===== config.mk =====
export PLATFORM = sky130hd
export DESIGN_NAME = hbd_top
export DESIGN_NICKNAME = d
export VERILOG_FILES = /design/src/hw/hbd_pkg.sv /design/src/hw/hbd_debounce.sv /design/src/hw/hbd_top.sv
export SDC_FILE = /design/constraint.sdc
export NUM_CORES = 1
export LEC_CHECK = 0
export BUFFER_PORTS_ARGS = -buffer_cell sky130_fd_sc_hd__buf_2
export CELL_PAD_IN_SITES_DETAIL_PLACEMENT = 1
export CELL_PAD_IN_SITES_GLOBAL_PLACEMENT = 1
export CORE_ASPECT_RATIO = 0.6
export CORE_UTILIZATION = 41
export CTS_BUF_LIST = sky130_fd_sc_hd__clkbuf_8
export CTS_CLUSTER_DIAMETER = 40
export CTS_CLUSTER_SIZE = 8
export DETAILED_ROUTE_END_ITERATION = 10
export GPL_TIMING_DRIVEN = 0
export PLACE_DENSITY = 0.75
export SLEW_MARGIN = 40
export SYNTH_ARGS = -nofsm -noshare
export SYNTH_HDL_FRONTEND = slang
export SYNTH_SLANG_ARGS = --single-unit

===== constraint.sdc =====
create_clock -name core_clk_in -period 1.85 [get_ports core_clk_in]
set_input_delay 0.2775 -clock core_clk_in [delete_from_list [all_inputs] [get_ports core_clk_in]]
set_output_delay 0.2775 -clock core_clk_in [all_outputs]
set_load 0.005 [all_outputs]

===== src/hw/hbd_pkg.sv =====
/*
 * Constants shared by the headset and button detection block: register
 * offsets, field positions, reset values and debounce timing.
 * Assumes a 50 MHz core clock and an 8-bit register port.
 */
// Contract
// - Detection runs only while enable bit set
// - Type field: 00 none, 01 plain, 11 mic
// - Jack debounce 16..512 ms on 2..64 ms ticks
// - Button debounce 0, 8, 16, 32 ms
// - Coupling bit picks capless or ac-coupled drivers
// - Bit D6 selects fully differential stereo output
// - Bit D3 selects pseudodifferential stereo output
// - Sticky button flag set on debounced press
// - Reading register B clears button flag
// - Live headset flag, not sticky
// - Register B low three bits read zero
package hbd_pkg;
    // Register offsets
    localparam logic [7:0] HBD_OFS_CTRL_A   = 8'h0d;
    localparam logic [7:0] HBD_OFS_CTRL_B   = 8'h0e;
    // Register A fields
    localparam int         HBD_A_EN_BIT     = 7;
    localparam int         HBD_A_TYPE_LO    = 5;
    localparam int         HBD_A_JDB_LO     = 2;
    localparam int         HBD_A_BDB_LO     = 0;
    // Register B fields
    localparam int         HBD_B_ACC_BIT    = 7;
    localparam int         HBD_B_FDIF_BIT   = 6;
    localparam int         HBD_B_BTN_BIT    = 5;
    localparam int         HBD_B_HS_BIT     = 4;
    localparam int         HBD_B_PDIF_BIT   = 3;
    // Reset values
    localparam logic [7:0] HBD_RST_BYTE     = 8'h00;
    // Headset type codes
    localparam logic [1:0] HBD_TYPE_NONE    = 2'h0;
    localparam logic [1:0] HBD_TYPE_NOMIC   = 2'h1;
    localparam logic [1:0] HBD_TYPE_MIC     = 2'h3;
    // Debounce: every period is eight ticks; tick = 1 ms << shift
    localparam logic [3:0] HBD_DB_TICKS     = 4'h8;
    localparam int         HBD_CLK_HZ       = 50000000;
    localparam int         HBD_BASE_TICK_MS = 1;
    localparam int         HBD_MS_CYCLES    = HBD_CLK_HZ / 1000 * HBD_BASE_TICK_MS;
    localparam logic [5:0] HBD_MAX_DIV      = 6'h3f;
    localparam logic [2:0] HBD_JDB_MAXCODE  = 3'h5;
endpackage


===== src/hw/hbd_debounce.sv =====
/*
 * One debounce channel: the input must hold the same level on eight
 * consecutive sampling ticks before the output follows it.
 * Assumes the tick is a one-cycle enable from the main divider.
 */
`timescale 1ns/1ps
module hbd_debounce (
    input  wire logic core_clk_in,   // Core clock
    input  wire logic rst_n_in,      // Synchronous reset, low
    input  wire logic clr_in,        // Hold output low, restart
    input  wire logic bypass_in,     // No debounce: follow input
    input  wire logic tick_in,       // Sampling tick
    input  wire logic raw_in,        // Raw level
    output logic      level_out      // Debounced level
);
    typedef struct packed {
        logic       lvl;     // Accepted level
        logic       cand;    // Candidate level
        logic [3:0] cnt;     // Stable tick count
    } hbd_db_s;
    hbd_db_s st_q, st_d;

    // Next state: count stable ticks, accept after full period
    always_comb begin
        st_d = st_q;
        if (clr_in) begin
            st_d = '0;
        end else if (bypass_in) begin
            st_d.lvl  = raw_in;
            st_d.cand = raw_in;
            st_d.cnt  = '0;
        end else if (tick_in) begin
            if (raw_in != st_d.cand) begin
                // Level moved: restart period
                st_d.cand = raw_in;
                st_d.cnt  = 4'h1;
            end else if (st_q.cnt < hbd_pkg::HBD_DB_TICKS) begin
                st_d.cnt = st_q.cnt + 4'h1;
            end
            if (st_d.cnt == hbd_pkg::HBD_DB_TICKS) begin
                st_d.lvl = st_d.cand;
            end
        end
    end

    // State register
    always_ff @(posedge core_clk_in) begin
        if (!rst_n_in) begin
            st_q <= '0;
        end else begin
            st_q <= st_d;
        end
    end

    assign level_out = st_q.lvl;
endmodule


===== src/hw/hbd_top.sv =====
/*
 * Headset jack and button press detection with output driver
 * configuration bits. Two byte registers on a plain strobe port.
 * Assumes jack and button inputs synchronous to core_clk_in.
 */
`timescale 1ns/1ps
module hbd_top #(
    parameter int CYCLES_PER_MS = hbd_pkg::HBD_MS_CYCLES  // Core cycles in one millisecond
) (
    input  wire logic       core_clk_in,      // 50 MHz core clock
    input  wire logic       rst_n_in,         // Synchronous reset, low
    input  wire logic [7:0] addr_in,          // Register address
    input  wire logic [7:0] wdata_in,         // Write data
    input  wire logic       wr_in,            // Write strobe
    input  wire logic       rd_in,            // Read strobe
    output logic      [7:0] rdata_out,        // Read data, next cycle
    input  wire logic       jack_in,          // Jack inserted level
    input  wire logic       mic_in,           // Microphone present level
    input  wire logic       button_in,        // Button pressed level
    output logic            ac_coupled_out,   // High-power ac-coupled mode
    output logic            fully_diff_out,   // Fully differential stereo
    output logic            pseudo_diff_out   // Pseudodifferential stereo
);
    typedef struct packed {
        logic       en;        // Detection enable
        logic [2:0] jdb;       // Jack debounce code
        logic [1:0] bdb;       // Button debounce code
        logic       acc;       // Coupling
        logic       fdif;      // Fully differential
        logic       pdif;      // Pseudodifferential
        logic       btn_flag;  // Sticky press flag
        logic       btn_prev;  // Last debounced button
        logic [5:0] ms_div;    // Millisecond counter
        logic [15:0] cyc;      // Cycles within a millisecond
        logic [7:0] rdata;     // Read data register
    } hbd_top_s;
    hbd_top_s st_q, st_d;

    logic       ms_tick;      // One-cycle 1 ms pulse
    logic       jack_tick;    // Jack sampling tick
    logic       btn_tick;     // Button sampling tick
    logic       jack_db;      // Debounced jack
    logic       mic_db;       // Debounced microphone
    logic       btn_db;       // Debounced button
    logic [1:0] hs_type;      // Reported accessory type
    logic [5:0] jmask;        // Jack tick divide mask
    logic [5:0] bmask;        // Button tick divide mask
    logic       rd_b;         // Read of register B

    // Millisecond enable from the cycle counter
    assign ms_tick = (st_q.cyc == 16'(CYCLES_PER_MS - 1));

    // Jack tick 2..64 ms: mask of (2 << code) - 1
    assign jmask     = 6'((7'h2 << st_q.jdb) - 7'h1);
    assign jack_tick = ms_tick && ((st_q.ms_div & jmask) == jmask);
    // Button tick 1, 2, 4 ms for codes 01, 10, 11
    assign bmask    = (st_q.bdb == 2'h3) ? 6'h3 : ((st_q.bdb == 2'h2) ? 6'h1 : 6'h0);
    assign btn_tick = ms_tick && ((st_q.ms_div & bmask) == bmask);

    // Jack and microphone channels share the jack period
    hbd_debounce u_jack (
        .core_clk_in (core_clk_in),
        .rst_n_in    (rst_n_in),
        .clr_in      (!st_q.en),
        .bypass_in   (1'b0),
        .tick_in     (jack_tick),
        .raw_in      (jack_in),
        .level_out   (jack_db)
    );
    hbd_debounce u_mic (
        .core_clk_in (core_clk_in),
        .rst_n_in    (rst_n_in),
        .clr_in      (!st_q.en),
        .bypass_in   (1'b0),
        .tick_in     (jack_tick),
        .raw_in      (mic_in),
        .level_out   (mic_db)
    );
    // Button channel; code 00 passes the input straight through
    hbd_debounce u_btn (
        .core_clk_in (core_clk_in),
        .rst_n_in    (rst_n_in),
        .clr_in      (!st_q.en || !jack_db),
        .bypass_in   (st_q.bdb == 2'h0),
        .tick_in     (btn_tick),
        .raw_in      (button_in),
        .level_out   (btn_db)
    );

    // Accessory type; 10 is never produced
    always_comb begin
        if (!jack_db) begin
            hs_type = hbd_pkg::HBD_TYPE_NONE;
        end else if (mic_db) begin
            hs_type = hbd_pkg::HBD_TYPE_MIC;
        end else begin
            hs_type = hbd_pkg::HBD_TYPE_NOMIC;
        end
    end

    assign rd_b = rd_in && (addr_in == hbd_pkg::HBD_OFS_CTRL_B);

    // Next state: dividers, register writes, reads and flag
    always_comb begin
        st_d = st_q;
        // Divider runs always
        if (ms_tick) begin
            st_d.cyc    = '0;
            st_d.ms_div = st_q.ms_div + 6'h1;
        end else begin
            st_d.cyc = st_q.cyc + 16'h1;
        end
        // Register writes
        if (wr_in && addr_in == hbd_pkg::HBD_OFS_CTRL_A) begin
            st_d.en  = wdata_in[hbd_pkg::HBD_A_EN_BIT];
            st_d.jdb = wdata_in[hbd_pkg::HBD_A_JDB_LO +: 3];
            st_d.bdb = wdata_in[hbd_pkg::HBD_A_BDB_LO +: 2];
        end
        if (wr_in && addr_in == hbd_pkg::HBD_OFS_CTRL_B) begin
            st_d.acc  = wdata_in[hbd_pkg::HBD_B_ACC_BIT];
            st_d.fdif = wdata_in[hbd_pkg::HBD_B_FDIF_BIT];
            st_d.pdif = wdata_in[hbd_pkg::HBD_B_PDIF_BIT];
        end
        // Read data, registered one cycle
        st_d.rdata = hbd_pkg::HBD_RST_BYTE;
        if (rd_in && addr_in == hbd_pkg::HBD_OFS_CTRL_A) begin
            st_d.rdata[hbd_pkg::HBD_A_EN_BIT]       = st_q.en;
            st_d.rdata[hbd_pkg::HBD_A_TYPE_LO +: 2] = hs_type;
            st_d.rdata[hbd_pkg::HBD_A_JDB_LO +: 3]  = st_q.jdb;
            st_d.rdata[hbd_pkg::HBD_A_BDB_LO +: 2]  = st_q.bdb;
        end else if (rd_b) begin
            st_d.rdata[hbd_pkg::HBD_B_ACC_BIT]  = st_q.acc;
            st_d.rdata[hbd_pkg::HBD_B_FDIF_BIT] = st_q.fdif;
            st_d.rdata[hbd_pkg::HBD_B_BTN_BIT]  = st_q.btn_flag;
            st_d.rdata[hbd_pkg::HBD_B_HS_BIT]   = jack_db;
            st_d.rdata[hbd_pkg::HBD_B_PDIF_BIT] = st_q.pdif;  // low bits stay zero
        end
        // Sticky flag: clear on read, a new press wins
        st_d.btn_prev = btn_db;
        if (rd_b) begin
            st_d.btn_flag = 1'b0;
        end
        if (btn_db && !st_q.btn_prev) begin
            st_d.btn_flag = 1'b1;
        end
    end

    // State register
    always_ff @(posedge core_clk_in) begin
        if (!rst_n_in) begin
            st_q <= '0;
        end else begin
            st_q <= st_d;
        end
    end

    // Outputs
    assign rdata_out       = st_q.rdata;
    assign ac_coupled_out  = st_q.acc;
    assign fully_diff_out  = st_q.fdif;
    assign pseudo_diff_out = st_q.pdif;
endmodule


==> results.ini, run 1 <==
[pwr]
power_switching_share_pct=20.85
combPwrFrac_pct=3.4
cellInternalPower_mw=2.236
powerDensity_nw_per_um2=788.2
switchingPower_mw=0.5892
power.leakage_nw=1.449
clkPwrFrac_pct=51.4
sequentialPowerShare_pct=45.2
vdd_ir_drop_max_mv=0.6483

[finish]
antenna-diode-count=0
instances_no_fill=457
area_growth_syn_to_layout_pct=29.46
final_layout_size_suffix_gt1_share_pct=32.44
multiInputGateArea_um2=1600
regArea_um2=1212
finish.net_count=402
fillCellCount=740
fin_area_um2=3585

[logic_synthesis]
netlist_area_um2=2769
synth_edf_count=0
postSynthRegisterBits=59
seq_area_frac_synth_pct=42.66
synth_common_cells=59 x sky130_fd_sc_hd__dfxtp_1, 45 x sky130_fd_sc_hd__nor2_1, 20 x sky130_fd_sc_hd__nand2_1
synth-async-reset-ratio_pct=0
post-synth-top-area-cell=sky130_fd_sc_hd__dfxtp_1
postSynthNetCount=344
synth_cell_types=48
ys_dominant_reg_cell=sky130_fd_sc_hd__dfxtp_1
yosys_warnings=0
synthDominantCellAreaShare_pct=42.66
synthMostInstantiatedCell=sky130_fd_sc_hd__dfxtp_1
ys_top_cells_by_area=sky130_fd_sc_hd__dfxtp_1 43%, sky130_fd_sc_hd__nor2_1 6.1%, sky130_fd_sc_hd__ha_1 5.0%
synthCells=310
synth.avg_cell_area_um2=8.932

[setup_path]
critPathTopFamily=simple AND/OR/NAND/NOR gates
worstPathCellList=ha_4, and3_4, and4_4, nand4_4, or4_1, a21oi_2
timing.reg2reg.worst_path_depth=6
timing.critical_path.slowest_cell_delay_ns=0.54
reg2reg_setup_slack_ns=0.01
crit_slowest_cell=sky130_fd_sc_hd__or4_1
crit_required_ns=2.12
setup.worst_path.class=reg -> reg
regToRegStartpoint=st_q[8]$_SDFF_PP0_
timing.critical_path.to_type=flip-flop
worstPathArrival_ns=2.11
critPathLaunchType=flip-flop
critical_path_peak_fanout=4
crit-reg2reg-capture=u_mic.st_q[2]$_SDFFE_PN0P_
worstPathBufferInverterCount=0

[drt]
via_count=2441
post_drt_wl_per_cell_um=17.19
detailedRoute.firstIterationViolations=104
antenna_violating_nets_post_route=0
finalWirelength_um=7854
detail_route.drc_violations=0
drt_pre_antenna_iters=5
avgViaCountPerCell=5.341

[placed_design]
place.detailed.instances=425
gpl.final_weighted_congestion=0.7834
place_area_um2=3039
dpl.hpwl_um=5379
io_buffers=31

[global_route]
gr-usage-all-layers_pct=24.15
vias_in_the_first_global_route=2390
grt_start_max_net_pins=11
grt_pass1_wl_um=12520
initial_antenna_violation_count=0
grt_overflow_total=0

[status]
outcome=complete, no violations

[floorplanning]
initial_core_utilization_pct=43.93
chipHeight_um=65.66
core-area_um2=6304
design.die.area_um2=7097
io_pins=34
row_count=22
fp.dieW_um=108.1

[sta]
setup_violations=0
timing_max_transition_violations_final=0
post-route-period-util_pct=99.30
tightestPinTransition_ns=0.5152
fin_skew_ns=0.006971
grt_setup_unrepaired=yes
slew_headroom_pct=65.36
finalCriticalPeriod_ns=1.837
fmax_mhz=544.4
fin_worst_hold_slack_ns=0.1811
finalHoldViolCount=0
final.setup.tns_ns=0

[clock_tree]
ctsHoldBuffers=0
ctsLongestPathBuffers=2
htreeDepth=3
tritoncts=done
cts.root.buffer_cell=sky130_fd_sc_hd__clkbuf_8
tritoncts_num_sinks=59
insertion_delay_ns=0.35
cts_made_buffers=9
clk_pin_slew_worst_paths_ns=0.07

[min_path]
min-delay-start=wdata_in[0]
hold_depth=3
timing.hold.worst_endpoint=st_q[35]$_SDFFE_PN0P_
min_path_type=in -> reg

[run]
max_cap_viol_count=0

==> worst min-delay path: stages <==
cell and delay [ns]:
sky130_fd_sc_hd__buf_2 0.07, sky130_fd_sc_hd__mux2i_1 0.05, sky130_fd_sc_hd__nor2_1 0.09
==> cells in the final DEF, fill, tap and decap left out, types with 8 or more instances in the layout <==
| cell | Yosys | layout |
|---|---|---|
| sky130_fd_sc_hd__nor2_1 | 45 | 45 |
| sky130_fd_sc_hd__dfxtp_1 | 59 | 42 |
| sky130_fd_sc_hd__buf_2 | 2 | 34 |
| sky130_fd_sc_hd__buf_4 | 8 | 25 |
| sky130_fd_sc_hd__nand2_1 | 20 | 20 |
| sky130_fd_sc_hd__nand3_1 | 15 | 15 |
| sky130_fd_sc_hd__dfxtp_2 | 0 | 13 |
| sky130_fd_sc_hd__inv_1 | 10 | 11 |
| sky130_fd_sc_hd__mux2i_1 | 10 | 10 |
| sky130_fd_sc_hd__xor2_1 | 10 | 10 |
| sky130_fd_sc_hd__ha_1 | 11 | 10 |
| sky130_fd_sc_hd__clkbuf_8 | 0 | 10 |
| sky130_fd_sc_hd__nor3_1 | 11 | 9 |
| sky130_fd_sc_hd__xnor2_1 | 9 | 9 |
| sky130_fd_sc_hd__and2_1 | 8 | 8 |
==> cells by family (layout without fill, tap and decap cells) <==
group / count (synthesis) / in the layout / synth area share (%)
xor gates and xnor gates: 19 / 19 / 6.010
muxes: 11 / 11 / 4.022
adders and majority gates: 11 / 11 / 4.971
buffers and inverters: 28 / 91 / 5.513
and+or+nand+nor: 143 / 143 / 27.16
AOI/OAI and AO/OA: 39 / 39 / 9.671
DFF: 59 / 59 / 42.66
==> power groups by stage <==
stage                     combinational [mW]  clock, mW  sequential, mW
final                                 0.0951       1.45            1.28
after global routing                   0.105       1.54            1.28
after CTS                             0.0899       1.48            1.28
after detailed placement              0.0768          0            1.31
after global placement                0.0724          0            1.31
after floorplan                       0.0366          0            1.31
==> through the flow <==
| stage | utilization [%] | power [mW] | worst slack [ns] |
|---|---|---|---|
| after detailed placement | 48.21 | 1.387 | -0.2397 |
| after CTS | 55.08 | 2.850 | -0.003052 |
| after global routing | 56.87 | 2.926 | -0.07020 |
| after floorplan | - | 1.345 | 0.002883 |
| final | 56.87 | 2.825 | 0.01302 |
| after global placement | 48.21 | 1.382 | -0.1993 |
==> state kept, by name, indices dropped and copies added (netlist names) <==
register	cells
u_jack.level_out	1
u_jack.st_q	5
rdata_out	8
pseudo_diff_out	1
u_mic.level_out	1
fully_diff_out	1
ac_coupled_out	1
st_q	30
u_btn.level_out	1
u_btn.st_q	5
u_mic.st_q	5
==> cell type report <==
cell class	instances	share of cell area (%)
Buffer	16	2.897
Clock buffer	10	3.839
Clock inverter	6	2.897
Inverter	11	1.152
Multi-Input combinational cell	223	44.64
Sequential cell	59	33.82
Tap cell	84	2.932
Timing Repair Buffer	48	7.819
==> routing by layer <==
layer	up-vias	global-route usage, %	share of wire (%)
li1	1202	-	-
met2	52	34.16	42
met4	0	8.562	1.6
met5	-	0	0
met1	1176	34.26	53
met3	11	7.440	3.8
==> worst max path at each step <==
stage                               start                     endpoint  slack [ns]  cells after the start
finish                 st_q[8]$_SDFF_PP0_   u_mic.st_q[2]$_SDFFE_PN0P_        0.01                      6
global route        st_q[27]$_SDFFE_PN0P_  u_jack.st_q[0]$_SDFFE_PN0P_       -0.07                      6
CTS                    st_q[9]$_SDFF_PP0_  u_jack.st_q[0]$_SDFFE_PN0P_      -0.003                      7
detailed placement     st_q[8]$_SDFF_PP0_          st_q[18]$_SDFF_PP0_       -0.24                      7
global placement       st_q[8]$_SDFF_PP0_          st_q[14]$_SDFF_PP0_       -0.20                      7
floorplan              st_q[8]$_SDFF_PP0_  u_jack.st_q[0]$_SDFFE_PN0P_       0.003                      7
==> what timing repair did <==
| action | CTS | global route |
|---|---|---|
| pin swaps | 9 | 6 |
| buffers inserted | 11 | 5 |
| resized for setup | 35 | 18 |
| setup endpoints to repair | 22 | 27 |
| gates cloned | 1 | 0 |
Note: power is estimated with default switching activity, not from simulation.
==> run 2, diff against run 1 <==
Settings changed: RECOVER_POWER set to 100.
==> run 2 against run 1 <==
  * Clock power hardly changed
  * First-iteration DRC count decreased by 9.6%
  * Core utilization is 0.060 points lower
  * Die area stayed put
  * Via count fell by 0.61%
  * Fmax hardly changed
  * Flip-flop and latch count stayed put
==> results.ini, run 2 (synthesized netlist as in run 1, its figures left out) <==
[drt]
antenna_violating_nets_post_route=0  ; unchanged
drt_pre_antenna_iters=4  ; -1
via_count=2426  ; -0.61%
detail_route.drc_violations=0  ; unchanged
post_drt_wl_per_cell_um=17.18  ; about the same
finalWirelength_um=7853  ; about the same
avgViaCountPerCell=5.309  ; -0.61%
detailedRoute.firstIterationViolations=94  ; -9.6%

[run]
max_cap_viol_count=0  ; unchanged

[floorplanning]
io_pins=34  ; unchanged
core-area_um2=6304  ; unchanged
initial_core_utilization_pct=43.93  ; unchanged
row_count=22  ; unchanged
design.die.area_um2=7097  ; unchanged
chipHeight_um=65.66  ; unchanged
fp.dieW_um=108.1  ; unchanged

[global_route]
grt_start_max_net_pins=11  ; unchanged
grt_overflow_total=0  ; unchanged
vias_in_the_first_global_route=2390  ; unchanged
grt_pass1_wl_um=12520  ; unchanged
gr-usage-all-layers_pct=24.15  ; unchanged
initial_antenna_violation_count=0  ; unchanged

[placed_design]
io_buffers=31  ; unchanged
gpl.final_weighted_congestion=0.7834  ; unchanged
dpl.hpwl_um=5379  ; unchanged
place.detailed.instances=425  ; unchanged
place_worst_setup_slack_ns=-0.2397  ; unchanged

[pwr]
total_power_mw=2.826  ; about the same
vdd_ir_drop_max_mv=0.6489  ; +0.11%
powerDensity_nw_per_um2=789.3  ; +0.13%
power.leakage_nw=1.431  ; -1.2%

[sta]
setup_violations=0  ; unchanged
finalCriticalPeriod_ns=1.838  ; +0.001407 ns
finalHoldViolCount=0  ; unchanged
final.setup.tns_ns=0  ; unchanged
final.setup.worst_slack_ns=0.01161  ; -0.001407 ns
fin_skew_ns=0.006358  ; -0.0006135 ns
slew_headroom_pct=64.23  ; -1.1 points
post-route-period-util_pct=99.37  ; about the same
fmax_mhz=544.0  ; about the same
grt_setup_unrepaired=yes
timing_max_transition_violations_final=0  ; unchanged
tightestPinTransition_ns=0.5321  ; +0.01681 ns

[finish]
finish.net_count=402  ; unchanged
regMostFlops=st_q
largest_reg_flops=30  ; unchanged
layout.core_utilization_pct=56.81  ; -0.060 points
fillCellCount=740  ; unchanged
antenna-diode-count=0  ; unchanged
final_layout_size_suffix_gt1_share_pct=31.64  ; -0.80 points
layout.cells.most_common_list=45 x sky130_fd_sc_hd__nor2_1, 42 x sky130_fd_sc_hd__dfxtp_1, 31 x sky130_fd_sc_hd__buf_2
area_growth_syn_to_layout_pct=29.33
instances_no_fill=457  ; unchanged
mostFrequentLayoutCell=sky130_fd_sc_hd__nor2_1

[clock_tree]
cts_made_buffers=9  ; unchanged
clk_pin_slew_worst_paths_ns=0.07  ; about the same
tritoncts=done
tritoncts_num_sinks=59  ; unchanged
ctsLongestPathBuffers=2  ; unchanged
cts.root.buffer_cell=sky130_fd_sc_hd__clkbuf_8
htreeDepth=3  ; unchanged
insertion_delay_ns=0.35  ; about the same
ctsHoldBuffers=0  ; unchanged

[setup_path]
crit_required_ns=2.13  ; about the same
setup.worst_path.class=reg -> reg
critPathLaunchType=flip-flop
timing.reg2reg.worst_path_depth=6  ; unchanged
worstPathArrival_ns=2.12  ; about the same
critical_path_peak_fanout=4  ; unchanged
timing.critical_path.to_type=flip-flop

[min_path]
min_path_type=in -> reg
hold_depth=3  ; unchanged

[status]
outcome=complete, no violations

==> run 2: cell count changes in the layout (fill, tap and decap cells not counted) <==
| cell | change |
|---|---|
| sky130_fd_sc_hd__and2_0 | +1 |
| sky130_fd_sc_hd__and2_1 | -1 |
| sky130_fd_sc_hd__buf_2 | -3 |
| sky130_fd_sc_hd__buf_4 | -6 |
| sky130_fd_sc_hd__clkbuf_1 | +3 |
| sky130_fd_sc_hd__clkbuf_4 | +6 |
==> run 2: layout make-up <==
cell class | count | area, um2 | area share, %
repair buffers | 48 | 276.5 | 7.722
clock inverters | 6 | 103.9 | 2.900
plain buffers | 16 | 103.9 | 2.900
well taps | 84 | 105.1 | 2.935
clock buffers | 10 | 137.6 | 3.843
inverters | 11 | 41.29 | 1.153
flip-flops and latches | 59 | 1212 | 33.86
multi-input cells | 223 | 1600 | 44.69
==> run 2: timing repair <==
| item | 4_1_cts | 5_1_grt |
|---|---|---|
| gates resized for setup | 35 | 18 |
| endpoints found under the setup margin | 22 | 27 |
| hold endpoints to repair | 0 | 0 |
| gates cloned | 1 | 0 |
| setup buffers | 11 | 5 |
| pin swaps | 9 | 6 |
==> run 2: worst paths after layout <==
path                       start                    endpoint  slack, ns
max           st_q[8]$_SDFF_PP0_  u_mic.st_q[2]$_SDFFE_PN0P_       0.01
min                  wdata_in[0]       st_q[35]$_SDFFE_PN0P_       0.18
max reg2reg   st_q[8]$_SDFF_PP0_  u_mic.st_q[2]$_SDFFE_PN0P_       0.01
min reg2reg  st_q[30]$_SDFF_PN0_       st_q[31]$_SDFFE_PN0P_       0.45
==> run 2: power breakdown <==
| group | internal, mW | switching [mW] | leakage, nW |
|---|---|---|---|
| combinational | 0.0441 | 0.0509 | 0.819 |
| sequential | 1.27 | 0.00696 | 0.485 |
| clock | 0.922 | 0.532 | 0.127 |
| total | 2.24 | 0.590 | 1.43 |
==> run 2: layer usage <==
layer	vias to the layer above	wire length, um	global-route usage (%)
met1	1171	4130	34.26
met3	10	302	7.440
met4	0	121	8.562
met2	44	3299	34.16
met5	-	0	0
li1	1201	-	-
==> run 2: stage by stage <==
stage	cell area, um2	hold WS [ns]
2_1_floorplan	2779	0.3988
3_3_place_gp	3039	0.4146
3_5_place_dp	3039	0.4401
4_1_cts	3472	0.1477
5_1_grt	3581	0.1745
6_report	3581	0.1785
==> run 2: critical path, stage by stage (launching register included) <==
cell and delay (ns):
sky130_fd_sc_hd__dfxtp_2 0.36, sky130_fd_sc_hd__ha_4 0.14, sky130_fd_sc_hd__and3_4 0.19, sky130_fd_sc_hd__and4_4 0.25, sky130_fd_sc_hd__nand4_4 0.11, sky130_fd_sc_hd__or4_1 0.54, sky130_fd_sc_hd__a21oi_2 0.17
